File: src/core/ptm_consts.vh
// Constants for the periodic timer: register map, fields, modes, counter limits and bus response codes.
`ifndef PTM_CONSTS_VH
`define PTM_CONSTS_VH
// ----------------------------------------------------------------------
// Register byte addresses
// ----------------------------------------------------------------------
`define PTM_ADDR_CTRL0 4'h0
`define PTM_ADDR_CTRL1 4'h4
`define PTM_ADDR_CNT 4'h8
`define PTM_ADDR_CMPA 4'hc
`define PTM_ADDR_CMPP_LO 4'h0
`define PTM_ADDR_CMPP_HI 4'h4
`define PTM_ADDR_FLAGS 4'h8
`define PTM_PAGE_MAIN 1'b0
`define PTM_PAGE_PER 1'b1
// ----------------------------------------------------------------------
// Fields
// ----------------------------------------------------------------------
`define PTM_CTRL0_ON 3
`define PTM_C1_CCLR 0
`define PTM_C1_CAPTS 1
`define PTM_C1_POL 2
`define PTM_C1_OC 3
`define PTM_FLAG_A 0
`define PTM_FLAG_P 1
`define PTM_MODE_CMP 2'h0
`define PTM_MODE_CAP 2'h1
`define PTM_MODE_PWM 2'h2
`define PTM_MODE_TMR 2'h3
`define PTM_IO_00 2'h0
`define PTM_IO_01 2'h1
`define PTM_IO_10 2'h2
`define PTM_IO_11 2'h3
`define PTM_CNT_MAX 10'h3ff
`define PTM_CNT_ZERO 10'h000
`define PTM_CNT_ONE 10'h001
`define PTM_RESP_OKAY 2'h0
`define PTM_RESP_SLVERR 2'h2
`endif

File: src/core/ptm_timer.v
// Periodic 10-bit timer with compare, PWM, single pulse and capture modes behind AXI4-Lite.
// Summary of operation
// RULE1: Mode 00 is compare-match output; counter clears by overflow, A or P match.
// RULE2: Clear select low clears on P match or overflow when P is zero; both flags.
// RULE3: Clear select high clears on A match; only flag A ever raised.
// RULE4: Compare A zero in compare mode overflows at 3FF, no flag A.
// RULE5: Compare mode output pin changes only on comparator A match.
// RULE6: A match drives pin high, low or toggles per output action; 00 no change. Here 01 drives low and 10 high, 11 toggles.
// RULE7: Counter on rising edge loads pin with initial level.
// RULE8: Mode 11 behaves as compare mode but does not drive the pin.
// RULE9: Mode 10 PWM ignores clear select; P sets period, A duty; both flags.
// RULE10: Compare P 1..1023 gives that period; 0 gives 1024 counts.
// RULE11: Duty at or above period gives 100% active output.
// RULE12: PWM initial level picks active sense, action enables or forces, polarity inverts.
// RULE13: PWM counting and matching continue while output is forced.
// RULE14: Software sets mode 10 and action 11 for single pulse, unchanged.
// RULE15: Single pulse starts on counter on rise, by software or external pin edge.
// RULE16: Single pulse A match clears counter on, ends pulse, raises flag.
// RULE17: Single pulse counter resets only on counter on rise; P and clear ignored.
// RULE18: Mode 01 captures from chosen pin with edge from output action.
// RULE19: Capture edge copies counter into compare A, raises flag; counter keeps running.
// RULE20: Capture mode P match zeroes counter and raises flag; P zero gives full count.
// RULE21: Capture action 11 disables capture while counter runs.
// RULE22: Compare P split into low byte 7..0 and high register 9..8, rest zero.
// RULE23: Counter on rise zeroes counter; fall stops and keeps residual count.
// RULE24: Capture edge: 00 rising, 01 falling, 10 both, 11 disabled.
// RULE25: PWM action 00 inactive, 01 active, 10 waveform, 11 single pulse.
// RULE26: Flags stay set until software clears; a new event wins over the clear.
//
// Local design decisions: the placing of the registers and register access over AXI4-Lite.
`include "ptm_consts.vh"
module ptm_timer (
  input wire aclk,
  input wire aresetn,
  input wire [5:0] s_axi_awaddr,
  input wire [2:0] s_axi_awprot,
  input wire s_axi_awvalid,
  output reg s_axi_awready,
  input wire [31:0] s_axi_wdata,
  input wire [3:0] s_axi_wstrb,
  input wire s_axi_wvalid,
  output reg s_axi_wready,
  output reg [1:0] s_axi_bresp,
  output reg s_axi_bvalid,
  input wire s_axi_bready,
  input wire [5:0] s_axi_araddr,
  input wire [2:0] s_axi_arprot,
  input wire s_axi_arvalid,
  output reg s_axi_arready,
  output reg [31:0] s_axi_rdata,
  output reg [1:0] s_axi_rresp,
  output reg s_axi_rvalid,
  input wire s_axi_rready,
  input wire ext_clock_pin,
  input wire capture_input_pin,
  output reg timer_out_q
);
  // ----------------------------------------------------------------------
  // State
  // ----------------------------------------------------------------------
  reg counter_on_q;
  reg pause_q;
  reg [1:0] mode_q;
  reg [1:0] action_q;
  reg initial_level_q;
  reg polarity_invert_q;
  reg capture_source_select_q;
  reg clear_select_q;
  reg [9:0] compare_a_q;
  reg [9:0] compare_p_q;
  reg [9:0] count_q;
  reg match_a_flag_q;
  reg match_p_flag_q;
  reg pin_level_q;
  reg ext_prev_q;
  reg cap_prev_q;
  reg [5:0] aw_addr_q;
  reg aw_have_q;
  reg [31:0] w_data_q;
  reg [3:0] w_strb_q;
  reg w_have_q;
  // ----------------------------------------------------------------------
  // Decode helpers
  // ----------------------------------------------------------------------
  // Bit 5 picks the page, bits 3:0 the word within it.
  function [2:0] reg_sel;
    input [5:0] addr;
    begin
      if (addr[1:0] != 2'h0)
        reg_sel = 3'h7;
      else if (addr[5] == `PTM_PAGE_MAIN && addr[4] == 1'b0) begin
        case (addr[3:0])
          `PTM_ADDR_CTRL0: reg_sel = 3'h0;
          `PTM_ADDR_CTRL1: reg_sel = 3'h1;
          `PTM_ADDR_CNT: reg_sel = 3'h2;
          `PTM_ADDR_CMPA: reg_sel = 3'h3;
          default: reg_sel = 3'h7;
        endcase
      end else if (addr[5] == `PTM_PAGE_PER && addr[4] == 1'b0) begin
        case (addr[3:0])
          `PTM_ADDR_CMPP_LO: reg_sel = 3'h4;
          `PTM_ADDR_CMPP_HI: reg_sel = 3'h5;
          `PTM_ADDR_FLAGS: reg_sel = 3'h6;
          default: reg_sel = 3'h7;
        endcase
      end else
        reg_sel = 3'h7;
    end
  endfunction

  function edge_hit;
    input [1:0] sel;
    input prev;
    input cur;
    begin
      case (sel)
        `PTM_IO_00: edge_hit = ~prev & cur;
        `PTM_IO_01: edge_hit = prev & ~cur;
        `PTM_IO_10: edge_hit = prev ^ cur;
        default: edge_hit = 1'b0;
      endcase
    end
  endfunction
  // ----------------------------------------------------------------------
  // Write path
  // ----------------------------------------------------------------------
  wire [5:0] wr_addr = s_axi_awvalid && !aw_have_q ? s_axi_awaddr : aw_addr_q;
  wire [31:0] wr_data = s_axi_wvalid && !w_have_q ? s_axi_wdata : w_data_q;
  wire [3:0] wr_strb = s_axi_wvalid && !w_have_q ? s_axi_wstrb : w_strb_q;
  wire aw_ok = aw_have_q || (s_axi_awvalid && s_axi_awready);
  wire w_ok = w_have_q || (s_axi_wvalid && s_axi_wready);
  wire wr_go = aw_ok && w_ok && !s_axi_bvalid;
  wire [2:0] wr_sel = reg_sel(wr_addr);
  wire wr_b0 = wr_go && wr_strb[0];
  wire wr_ctrl0 = wr_b0 && wr_sel == 3'h0;
  wire wr_ctrl1 = wr_b0 && wr_sel == 3'h1;
  wire wr_cmpa_lo = wr_b0 && wr_sel == 3'h3;
  wire wr_cmpa_hi = wr_go && wr_strb[1] && wr_sel == 3'h3;
  wire wr_flags = wr_b0 && wr_sel == 3'h6;
  // ----------------------------------------------------------------------
  // Counter core
  // ----------------------------------------------------------------------
  wire on_next = wr_ctrl0 ? wr_data[`PTM_CTRL0_ON] : counter_on_q;
  wire is_pwm = mode_q == `PTM_MODE_PWM;
  wire single = is_pwm && action_q == `PTM_IO_11;
  // The external pin arms a single pulse on its rising edge.
  wire ext_rise = ~ext_prev_q & ext_clock_pin;
  wire sp_trig = single && !counter_on_q && ext_rise; // [RULE15]
  wire on_rise = (!counter_on_q && on_next) || sp_trig; // [RULE23]
  wire running = counter_on_q && !pause_q;
  wire [9:0] cnt_inc = count_q + `PTM_CNT_ONE;
  wire hit_a = running && cnt_inc == compare_a_q;
  wire hit_p = running && cnt_inc == compare_p_q;
  // A zero compare value lets the counter wrap at its maximum.
  wire wrap = running && count_q == `PTM_CNT_MAX;
  wire cmp_like = mode_q == `PTM_MODE_CMP || mode_q == `PTM_MODE_TMR; // [RULE1] [RULE8]
  // A zero compare A would otherwise match on the wrap from the maximum count.
  wire hit_a_cmp = hit_a && compare_a_q != `PTM_CNT_ZERO; // [RULE4]
  reg clr;
  reg ev_a;
  reg ev_p;
  reg sp_end;
  always @* begin
    clr = 1'b0;
    ev_a = 1'b0;
    ev_p = 1'b0;
    sp_end = 1'b0;
    if (cmp_like) begin
      if (clear_select_q) begin
        clr = hit_a || (compare_a_q == `PTM_CNT_ZERO && wrap); // [RULE3] [RULE4]
        ev_a = hit_a_cmp; // [RULE3]
      end else begin
        clr = hit_p || (compare_p_q == `PTM_CNT_ZERO && wrap); // [RULE2]
        ev_a = hit_a_cmp; // [RULE2] [RULE4]
        ev_p = hit_p; // [RULE2]
      end
    end else if (is_pwm && !single) begin
      clr = hit_p || (compare_p_q == `PTM_CNT_ZERO && wrap); // [RULE9] [RULE10] [RULE13]
      ev_a = hit_a; // [RULE9]
      ev_p = hit_p;
    end else if (single) begin
      ev_a = hit_a; // [RULE16] [RULE17]
      sp_end = hit_a;
    end else begin
      clr = hit_p || (compare_p_q == `PTM_CNT_ZERO && wrap); // [RULE20]
      ev_p = hit_p; // [RULE20]
    end
  end
  wire cap_pin = capture_source_select_q ? ext_clock_pin : capture_input_pin;
  wire cap_prev = capture_source_select_q ? ext_prev_q : cap_prev_q;
  wire cap_hit = mode_q == `PTM_MODE_CAP && counter_on_q &&
                 edge_hit(action_q, cap_prev, cap_pin); // [RULE18] [RULE21] [RULE24]
  // PWM active while count is below duty; duty at or above period stays active.
  wire [10:0] period = compare_p_q == `PTM_CNT_ZERO ? {1'b1, `PTM_CNT_ZERO} :
                       {1'b0, compare_p_q}; // [RULE10]
  wire duty_full = {1'b0, compare_a_q} >= period; // [RULE11]
  wire pwm_act = duty_full || count_q < compare_a_q;
  reg pwm_lvl;
  always @* begin
    case (action_q)
      `PTM_IO_00: pwm_lvl = 1'b0; // [RULE25]
      `PTM_IO_01: pwm_lvl = 1'b1; // [RULE25]
      `PTM_IO_10: pwm_lvl = pwm_act && counter_on_q;
      default: pwm_lvl = counter_on_q;
    endcase
  end
  wire pwm_out = (pwm_lvl ? initial_level_q : ~initial_level_q) ^ polarity_invert_q; // [RULE12]

  always @(posedge aclk) begin
    if (!aresetn) begin
      counter_on_q <= 1'b0;
      pause_q <= 1'b0;
      mode_q <= `PTM_MODE_CMP;
      action_q <= `PTM_IO_00;
      initial_level_q <= 1'b0;
      polarity_invert_q <= 1'b0;
      capture_source_select_q <= 1'b0;
      clear_select_q <= 1'b0;
      compare_a_q <= `PTM_CNT_ZERO;
      compare_p_q <= `PTM_CNT_ZERO;
      count_q <= `PTM_CNT_ZERO;
      match_a_flag_q <= 1'b0;
      match_p_flag_q <= 1'b0;
      pin_level_q <= 1'b0;
      ext_prev_q <= 1'b0;
      cap_prev_q <= 1'b0;
      timer_out_q <= 1'b0;
    end else begin
      ext_prev_q <= ext_clock_pin;
      cap_prev_q <= capture_input_pin;
      if (wr_ctrl0)
        pause_q <= wr_data[4];
      if (wr_ctrl1) begin
        mode_q <= wr_data[7:6];
        action_q <= wr_data[5:4];
        initial_level_q <= wr_data[`PTM_C1_OC];
        polarity_invert_q <= wr_data[`PTM_C1_POL];
        capture_source_select_q <= wr_data[`PTM_C1_CAPTS];
        clear_select_q <= wr_data[`PTM_C1_CCLR];
      end
      if (wr_go && wr_sel == 3'h4 && wr_strb[0])
        compare_p_q[7:0] <= wr_data[7:0]; // [RULE22]
      if (wr_go && wr_sel == 3'h5 && wr_strb[0])
        compare_p_q[9:8] <= wr_data[1:0]; // [RULE22]
      // Hardware capture wins over a software write in the same cycle.
      if (cap_hit)
        compare_a_q <= count_q; // [RULE19]
      else begin
        if (wr_cmpa_lo)
          compare_a_q[7:0] <= wr_data[7:0];
        if (wr_cmpa_hi)
          compare_a_q[9:8] <= wr_data[9:8];
      end
      // Counter on: single pulse compare match clears it automatically.
      if (on_rise)
        counter_on_q <= 1'b1;
      else if (sp_end)
        counter_on_q <= 1'b0; // [RULE16]
      else
        counter_on_q <= on_next;
      if (on_rise)
        count_q <= `PTM_CNT_ZERO; // [RULE23] [RULE17]
      else if (clr)
        count_q <= `PTM_CNT_ZERO;
      else if (running && !sp_end)
        count_q <= cnt_inc; // [RULE19]
      // Flags: a new event wins over a clear written in the same cycle.
      match_a_flag_q <= ev_a || cap_hit ||
                        (match_a_flag_q && !(wr_flags && wr_data[`PTM_FLAG_A])); // [RULE26]
      match_p_flag_q <= ev_p ||
                        (match_p_flag_q && !(wr_flags && wr_data[`PTM_FLAG_P])); // [RULE26]
      if (on_rise)
        pin_level_q <= initial_level_q; // [RULE7]
      else if (mode_q == `PTM_MODE_CMP && ev_a) begin // [RULE5]
        case (action_q)
          `PTM_IO_01: pin_level_q <= 1'b0; // [RULE6]
          `PTM_IO_10: pin_level_q <= 1'b1; // [RULE6]
          `PTM_IO_11: pin_level_q <= ~pin_level_q; // [RULE6]
          default: pin_level_q <= pin_level_q;
        endcase
      end
      case (mode_q)
        `PTM_MODE_CMP: timer_out_q <= pin_level_q ^ polarity_invert_q;
        `PTM_MODE_PWM: timer_out_q <= pwm_out;
        default: timer_out_q <= 1'b0; // [RULE8]
      endcase
    end
  end
  // ----------------------------------------------------------------------
  // AXI4-Lite slave
  // ----------------------------------------------------------------------
  reg [31:0] rd_word;
  always @* begin
    case (reg_sel(s_axi_araddr))
      3'h0: rd_word = {27'h0, pause_q, counter_on_q, 3'h0};
      3'h1: rd_word = {24'h0, mode_q, action_q, initial_level_q, polarity_invert_q,
                       capture_source_select_q, clear_select_q};
      3'h2: rd_word = {22'h0, count_q};
      3'h3: rd_word = {22'h0, compare_a_q};
      3'h4: rd_word = {24'h0, compare_p_q[7:0]};
      3'h5: rd_word = {30'h0, compare_p_q[9:8]}; // [RULE22]
      3'h6: rd_word = {30'h0, match_p_flag_q, match_a_flag_q};
      default: rd_word = 32'h0;
    endcase
  end

  always @(posedge aclk) begin
    if (!aresetn) begin
      s_axi_awready <= 1'b0;
      s_axi_wready <= 1'b0;
      s_axi_bvalid <= 1'b0;
      s_axi_bresp <= `PTM_RESP_OKAY;
      s_axi_arready <= 1'b0;
      s_axi_rvalid <= 1'b0;
      s_axi_rresp <= `PTM_RESP_OKAY;
      s_axi_rdata <= 32'h0;
      aw_have_q <= 1'b0;
      w_have_q <= 1'b0;
      aw_addr_q <= 6'h0;
      w_data_q <= 32'h0;
      w_strb_q <= 4'h0;
    end else begin
      if (s_axi_awvalid && s_axi_awready) begin
        aw_have_q <= !wr_go;
        aw_addr_q <= s_axi_awaddr;
      end else if (wr_go)
        aw_have_q <= 1'b0;
      if (s_axi_wvalid && s_axi_wready) begin
        w_have_q <= !wr_go;
        w_data_q <= s_axi_wdata;
        w_strb_q <= s_axi_wstrb;
      end else if (wr_go)
        w_have_q <= 1'b0;
      s_axi_awready <= !s_axi_awready && !aw_have_q && s_axi_awvalid && !s_axi_bvalid;
      s_axi_wready <= !s_axi_wready && !w_have_q && s_axi_wvalid && !s_axi_bvalid;
      if (wr_go) begin
        s_axi_bvalid <= 1'b1;
        s_axi_bresp <= wr_sel == 3'h7 ? `PTM_RESP_SLVERR : `PTM_RESP_OKAY;
      end else if (s_axi_bready)
        s_axi_bvalid <= 1'b0;
      s_axi_arready <= !s_axi_arready && s_axi_arvalid && !s_axi_rvalid;
      if (s_axi_arvalid && s_axi_arready) begin
        s_axi_rvalid <= 1'b1;
        s_axi_rdata <= rd_word;
        s_axi_rresp <= reg_sel(s_axi_araddr) == 3'h7 ? `PTM_RESP_SLVERR : `PTM_RESP_OKAY;
      end else if (s_axi_rready)
        s_axi_rvalid <= 1'b0;
    end
  end
endmodule // ptm_timer

File: config.mk
export PLATFORM = sky130hd
export DESIGN_NAME = ptm_timer
export DESIGN_NICKNAME = d
export VERILOG_FILES = /design/src/core/ptm_timer.v
export VERILOG_INCLUDE_DIRS = /design/src /design/src/core
export SDC_FILE = /design/constraint.sdc
export NUM_CORES = 1
export LEC_CHECK = 0
export ABC_CLOCK_PERIOD_IN_PS = 5000
export BUFFER_PORTS_ARGS = -buffer_cell sky130_fd_sc_hd__buf_4
export CAP_MARGIN = 20
export CORE_ASPECT_RATIO = 1.75
export CORE_UTILIZATION = 61
export DETAILED_ROUTE_END_ITERATION = 10
export PLACE_DENSITY_LB_ADDON = 0.15
export SLEW_MARGIN = 25
export SYNTH_ARGS = -nofsm -noshare
export SYNTH_HDL_FRONTEND = slang
export SYNTH_SLANG_ARGS = --single-unit
File: constraint.sdc
create_clock -name aclk -period 5 [get_ports aclk]
set_input_delay 0.75 -clock aclk [delete_from_list [all_inputs] [get_ports aclk]]
set_output_delay 0.75 -clock aclk [all_outputs]
set_load 0.01 [all_outputs]
==> impl_metrics.env <==
export IMPL_status="finished clean"
export IMPL_ys_ff_latch=83
export IMPL_vias_per_cell=6.060
export IMPL_clkLatencyLatePin_ns=0.34
export IMPL_worst_setup_path_end_kind="register"
export IMPL_placement_io_buffers=50
export IMPL_final_stage_net_count=801
export IMPL_postSynthAreaPerCell_um2=8.107
export IMPL_post_route_drc_count=0
export IMPL_synthDistinctLibCells=71
export IMPL_layout_area_overhead_vs_synth_pct=10.06
export IMPL_grt_pass1_vias=4904
export IMPL_period_needed_ns=3.391
export IMPL_timing_reg2reg_worst_path_depth=9
export IMPL_clk_transition_reported_paths_ns=0.06
export IMPL_maxSlewHeadroom=0.5024
export IMPL_top_level_i_o_count=105
export IMPL_first_pass_iters=8
export IMPL_timing_final_max_slew_violations=0
export IMPL_timing_critical_path_from_type="register"
export IMPL_criticalPathCategory="reg2reg"
export IMPL_min_delay_path_depth=2
export IMPL_cp_required_ns=5.21
export IMPL_tritoncts_clock_tree="yes"
export IMPL_ctsHoldBuffers=0
export IMPL_drive_gt1_frac=0.1433
export IMPL_min_from="aw_addr_q[5]"
export IMPL_fillers=782
export IMPL_post_cts_resized_instances=0
export IMPL_tightest_slew_ns=0.7420
export IMPL_setup_viol=0
export IMPL_antenna_violating_nets_left=0
export IMPL_layout_worst_path_cycle_share=0.6782
export IMPL_arr_time_crit_path_ns=3.61
export IMPL_dp_cells=814
export IMPL_dpl_hpwl_um=11860
export IMPL_grt_remaining_overflow=0
export IMPL_power_leakage_nw=2.478
export IMPL_place_congestion=0.9366
export IMPL_cts_root_to_sink_buffers=2
export IMPL_cts_htree_levels=3
export IMPL_die_height_um=128.3
export IMPL_core_region_area_um2=8783
export IMPL_cts_buffers_inserted=9
export IMPL_finalClockSkew_ns=0.007626
export IMPL_synth_edff_count=0
export IMPL_worstHoldEndpoint="aw_addr_q[5]"
export IMPL_cts_sinks=83
export IMPL_fmaxAchievable_ghz=0.2949
export IMPL_setup_tns_final_ns=0
export IMPL_fin_worst_hold_slack_ns=0.4508
export IMPL_asyncSetResetFlopFracSynth=0
export IMPL_synth_warning_count=0
export IMPL_die_w_um=74.18
export IMPL_grt_pass1_wl_um=24550
export IMPL_rr_startpoint="count_q[1]"
export IMPL_synth_cells=686
export IMPL_synthFlopType="sky130_fd_sc_hd__dfxtp_1"
export IMPL_regToRegSetupSlack_ns=1.61
export IMPL_mappedNetlistArea_um2=5562
export IMPL_setup_repair_after_global_routing_missed_its_margin="false"
export IMPL_grt_antenna_before_repair=0
export IMPL_power_density_cell_area_nw_per_um2=248.3
export IMPL_initial_utilization=0.6332
export IMPL_min_delay_path_class="reg2reg"
export IMPL_area_sequential_um2=1662
export IMPL_final_hold_violation_count=0
export IMPL_num_rows=45
export IMPL_grt_start_max_net_pins=59
export IMPL_global_route_usage_total=0.3494
export IMPL_synth_yosys_seq_area_share=0.2988
export IMPL_crit_fanout=10
export IMPL_design_die_area_um2=9518
export IMPL_critical_path_reg2reg_endpoint="count_q[6]"
export IMPL_ir_worst_vdd_uv=255.4
export IMPL_instances_no_fill=829
export IMPL_via_count=5024
export IMPL_drt_iter0_markers=320
export IMPL_num_antenna_cells=0
export IMPL_drv_max_cap_violation_count=0
export IMPL_post_layout_total_power_mw=1.520
export IMPL_postCtsSetupBuffers=0
export IMPL_multiInputGateArea_um2=3463
export IMPL_route_final_wire_length_um=15870
export IMPL_routed_wire_length_per_instance_um=19.15
export IMPL_root_buffer="sky130_fd_sc_hd__clkbuf_16"
critical path: stages, from the launching register on:
cell and delay [ns]:
sky130_fd_sc_hd__dfxtp_1 0.59, sky130_fd_sc_hd__ha_1 0.46, sky130_fd_sc_hd__and4_4 0.35, sky130_fd_sc_hd__and4_2 0.31, sky130_fd_sc_hd__xor2_1 0.16, sky130_fd_sc_hd__o22ai_1 0.17
sky130_fd_sc_hd__nor3_1 0.53, sky130_fd_sc_hd__o22ai_2 0.18, sky130_fd_sc_hd__o2111ai_4 0.41, sky130_fd_sc_hd__nor2_1 0.09
how the worst max path moves through the flow:
stage                       start          end  slack (ns)  cells after the start
floorplan           s_axi_awvalid  pin_level_q        2.32                     10
global placement       count_q[1]   count_q[4]        1.78                      9
detailed placement     count_q[1]   count_q[0]        1.70                      9
CTS                    count_q[1]   count_q[6]        1.69                      9
global route           count_q[1]   count_q[8]        1.46                      9
finish                 count_q[1]   count_q[6]        1.61                      9
placed cells by master (no fill, tap or decap), types with 9 or more instances in the layout:
cell / count
sky130_fd_sc_hd__xnor2_1: 18
sky130_fd_sc_hd__nor3_1: 19
sky130_fd_sc_hd__nor4_1: 9
sky130_fd_sc_hd__clkbuf_16: 9
sky130_fd_sc_hd__inv_1: 35
sky130_fd_sc_hd__a21oi_1: 51
sky130_fd_sc_hd__mux2_2: 14
sky130_fd_sc_hd__ha_1: 30
sky130_fd_sc_hd__mux2i_1: 33
sky130_fd_sc_hd__dfxtp_1: 83
sky130_fd_sc_hd__o21ai_0: 24
sky130_fd_sc_hd__nand2_1: 64
sky130_fd_sc_hd__a211oi_1: 18
sky130_fd_sc_hd__buf_4: 53
sky130_fd_sc_hd__nand3_1: 15
sky130_fd_sc_hd__xor2_1: 12
sky130_fd_sc_hd__conb_1: 24
sky130_fd_sc_hd__nor2_1: 83
flip-flops by register name (all words and copies together) (netlist names), 2 cells and up:
signal       flops
w_data_q        10
count_q         10
aw_addr_q        6
mode_q           2
s_axi_rdata     10
compare_p_q     10
compare_a_q     10
w_strb_q         2
action_q         2
metrics by stage:
stage / area (um^2) / setup slack [ns] / util
6_report: 6121 / 1.609 / 0.6969
5_1_grt: 6121 / 1.459 / 0.6969
4_1_cts: 6121 / 1.689 / 0.6969
3_5_place_dp: 5804 / 1.697 / 0.6608
3_3_place_gp: 5804 / 1.776 / 0.6608
2_1_floorplan: 5648 / 2.316 / -
power breakdown:
| part | switching, mW | total [mW] | internal, mW |
|---|---|---|---|
| clock network | 0.268 | 0.717 | 0.450 |
| logic | 0.0757 | 0.125 | 0.0492 |
| registers | 0.00709 | 0.678 | 0.670 |
layer usage:
layer | up-vias | part of all wire | global-route usage | wire length (um)
met5 | - | 0 | 0 | 0
met4 | 0 | 0.060 | 0.2274 | 960
met3 | 56 | 0.050 | 0.05975 | 792
met2 | 185 | 0.52 | 0.6080 | 8285
met1 | 2374 | 0.37 | 0.3766 | 5835
li1 | 2409 | - | - | -
cells in the mapped netlist, drive strengths merged (3+ instances only):
cell | count | area, um^2
a2111oi | 4 | 47.55
a211oi | 19 | 147.6
a21o | 3 | 22.52
a21oi | 52 | 264.0
a222oi | 5 | 50.05
a22o | 4 | 35.03
a22oi | 5 | 37.54
a311o | 3 | 30.03
and2 | 6 | 37.54
and3 | 4 | 25.02
buf | 42 | 305.3
clkbuf | 23 | 87.58
dfxtp | 83 | 1662
ha | 30 | 375.4
inv | 36 | 135.1
mux2 | 14 | 157.7
mux2i | 33 | 330.3
nand2 | 64 | 240.2
nand2b | 6 | 37.54
nand3 | 16 | 85.08
nand3b | 4 | 30.03
nand4 | 6 | 37.54
nor2 | 83 | 311.6
nor2b | 8 | 50.05
nor3 | 20 | 100.1
nor3b | 3 | 22.52
nor4 | 11 | 98.84
nor4b | 3 | 26.28
o2111ai | 3 | 43.80
o21ai | 24 | 120.1
o22ai | 3 | 25.02
or2 | 3 | 18.77
or3 | 6 | 37.54
xnor2 | 18 | 157.7
xor2 | 12 | 105.1
area by class of cell:
class / instances / share of cell area
clock buffer: 11 / 0.03966
clock inverter: 4 / 0.01206
inverter: 36 / 0.02208
multi-input combinational: 525 / 0.5658
sequential: 83 / 0.2715
tap: 117 / 0.02392
timing repair buffer: 53 / 0.06500
kinds of logic (layout without fill, tap and decap cells):
kind of cell,count (synthesis),in the layout,share of synthesized area
muxes,47,47,0.08774
DFF,83,83,0.2988
AOI/OAI and AO/OA,144,144,0.1807
adders and majority gates,30,30,0.06749
buffers and inverters,101,104,0.09494
other,1,24,0.0006743
and+or+nand+nor,250,250,0.2225
xor gates and xnor gates,30,30,0.04724
(Power assumes the default switching activity.)
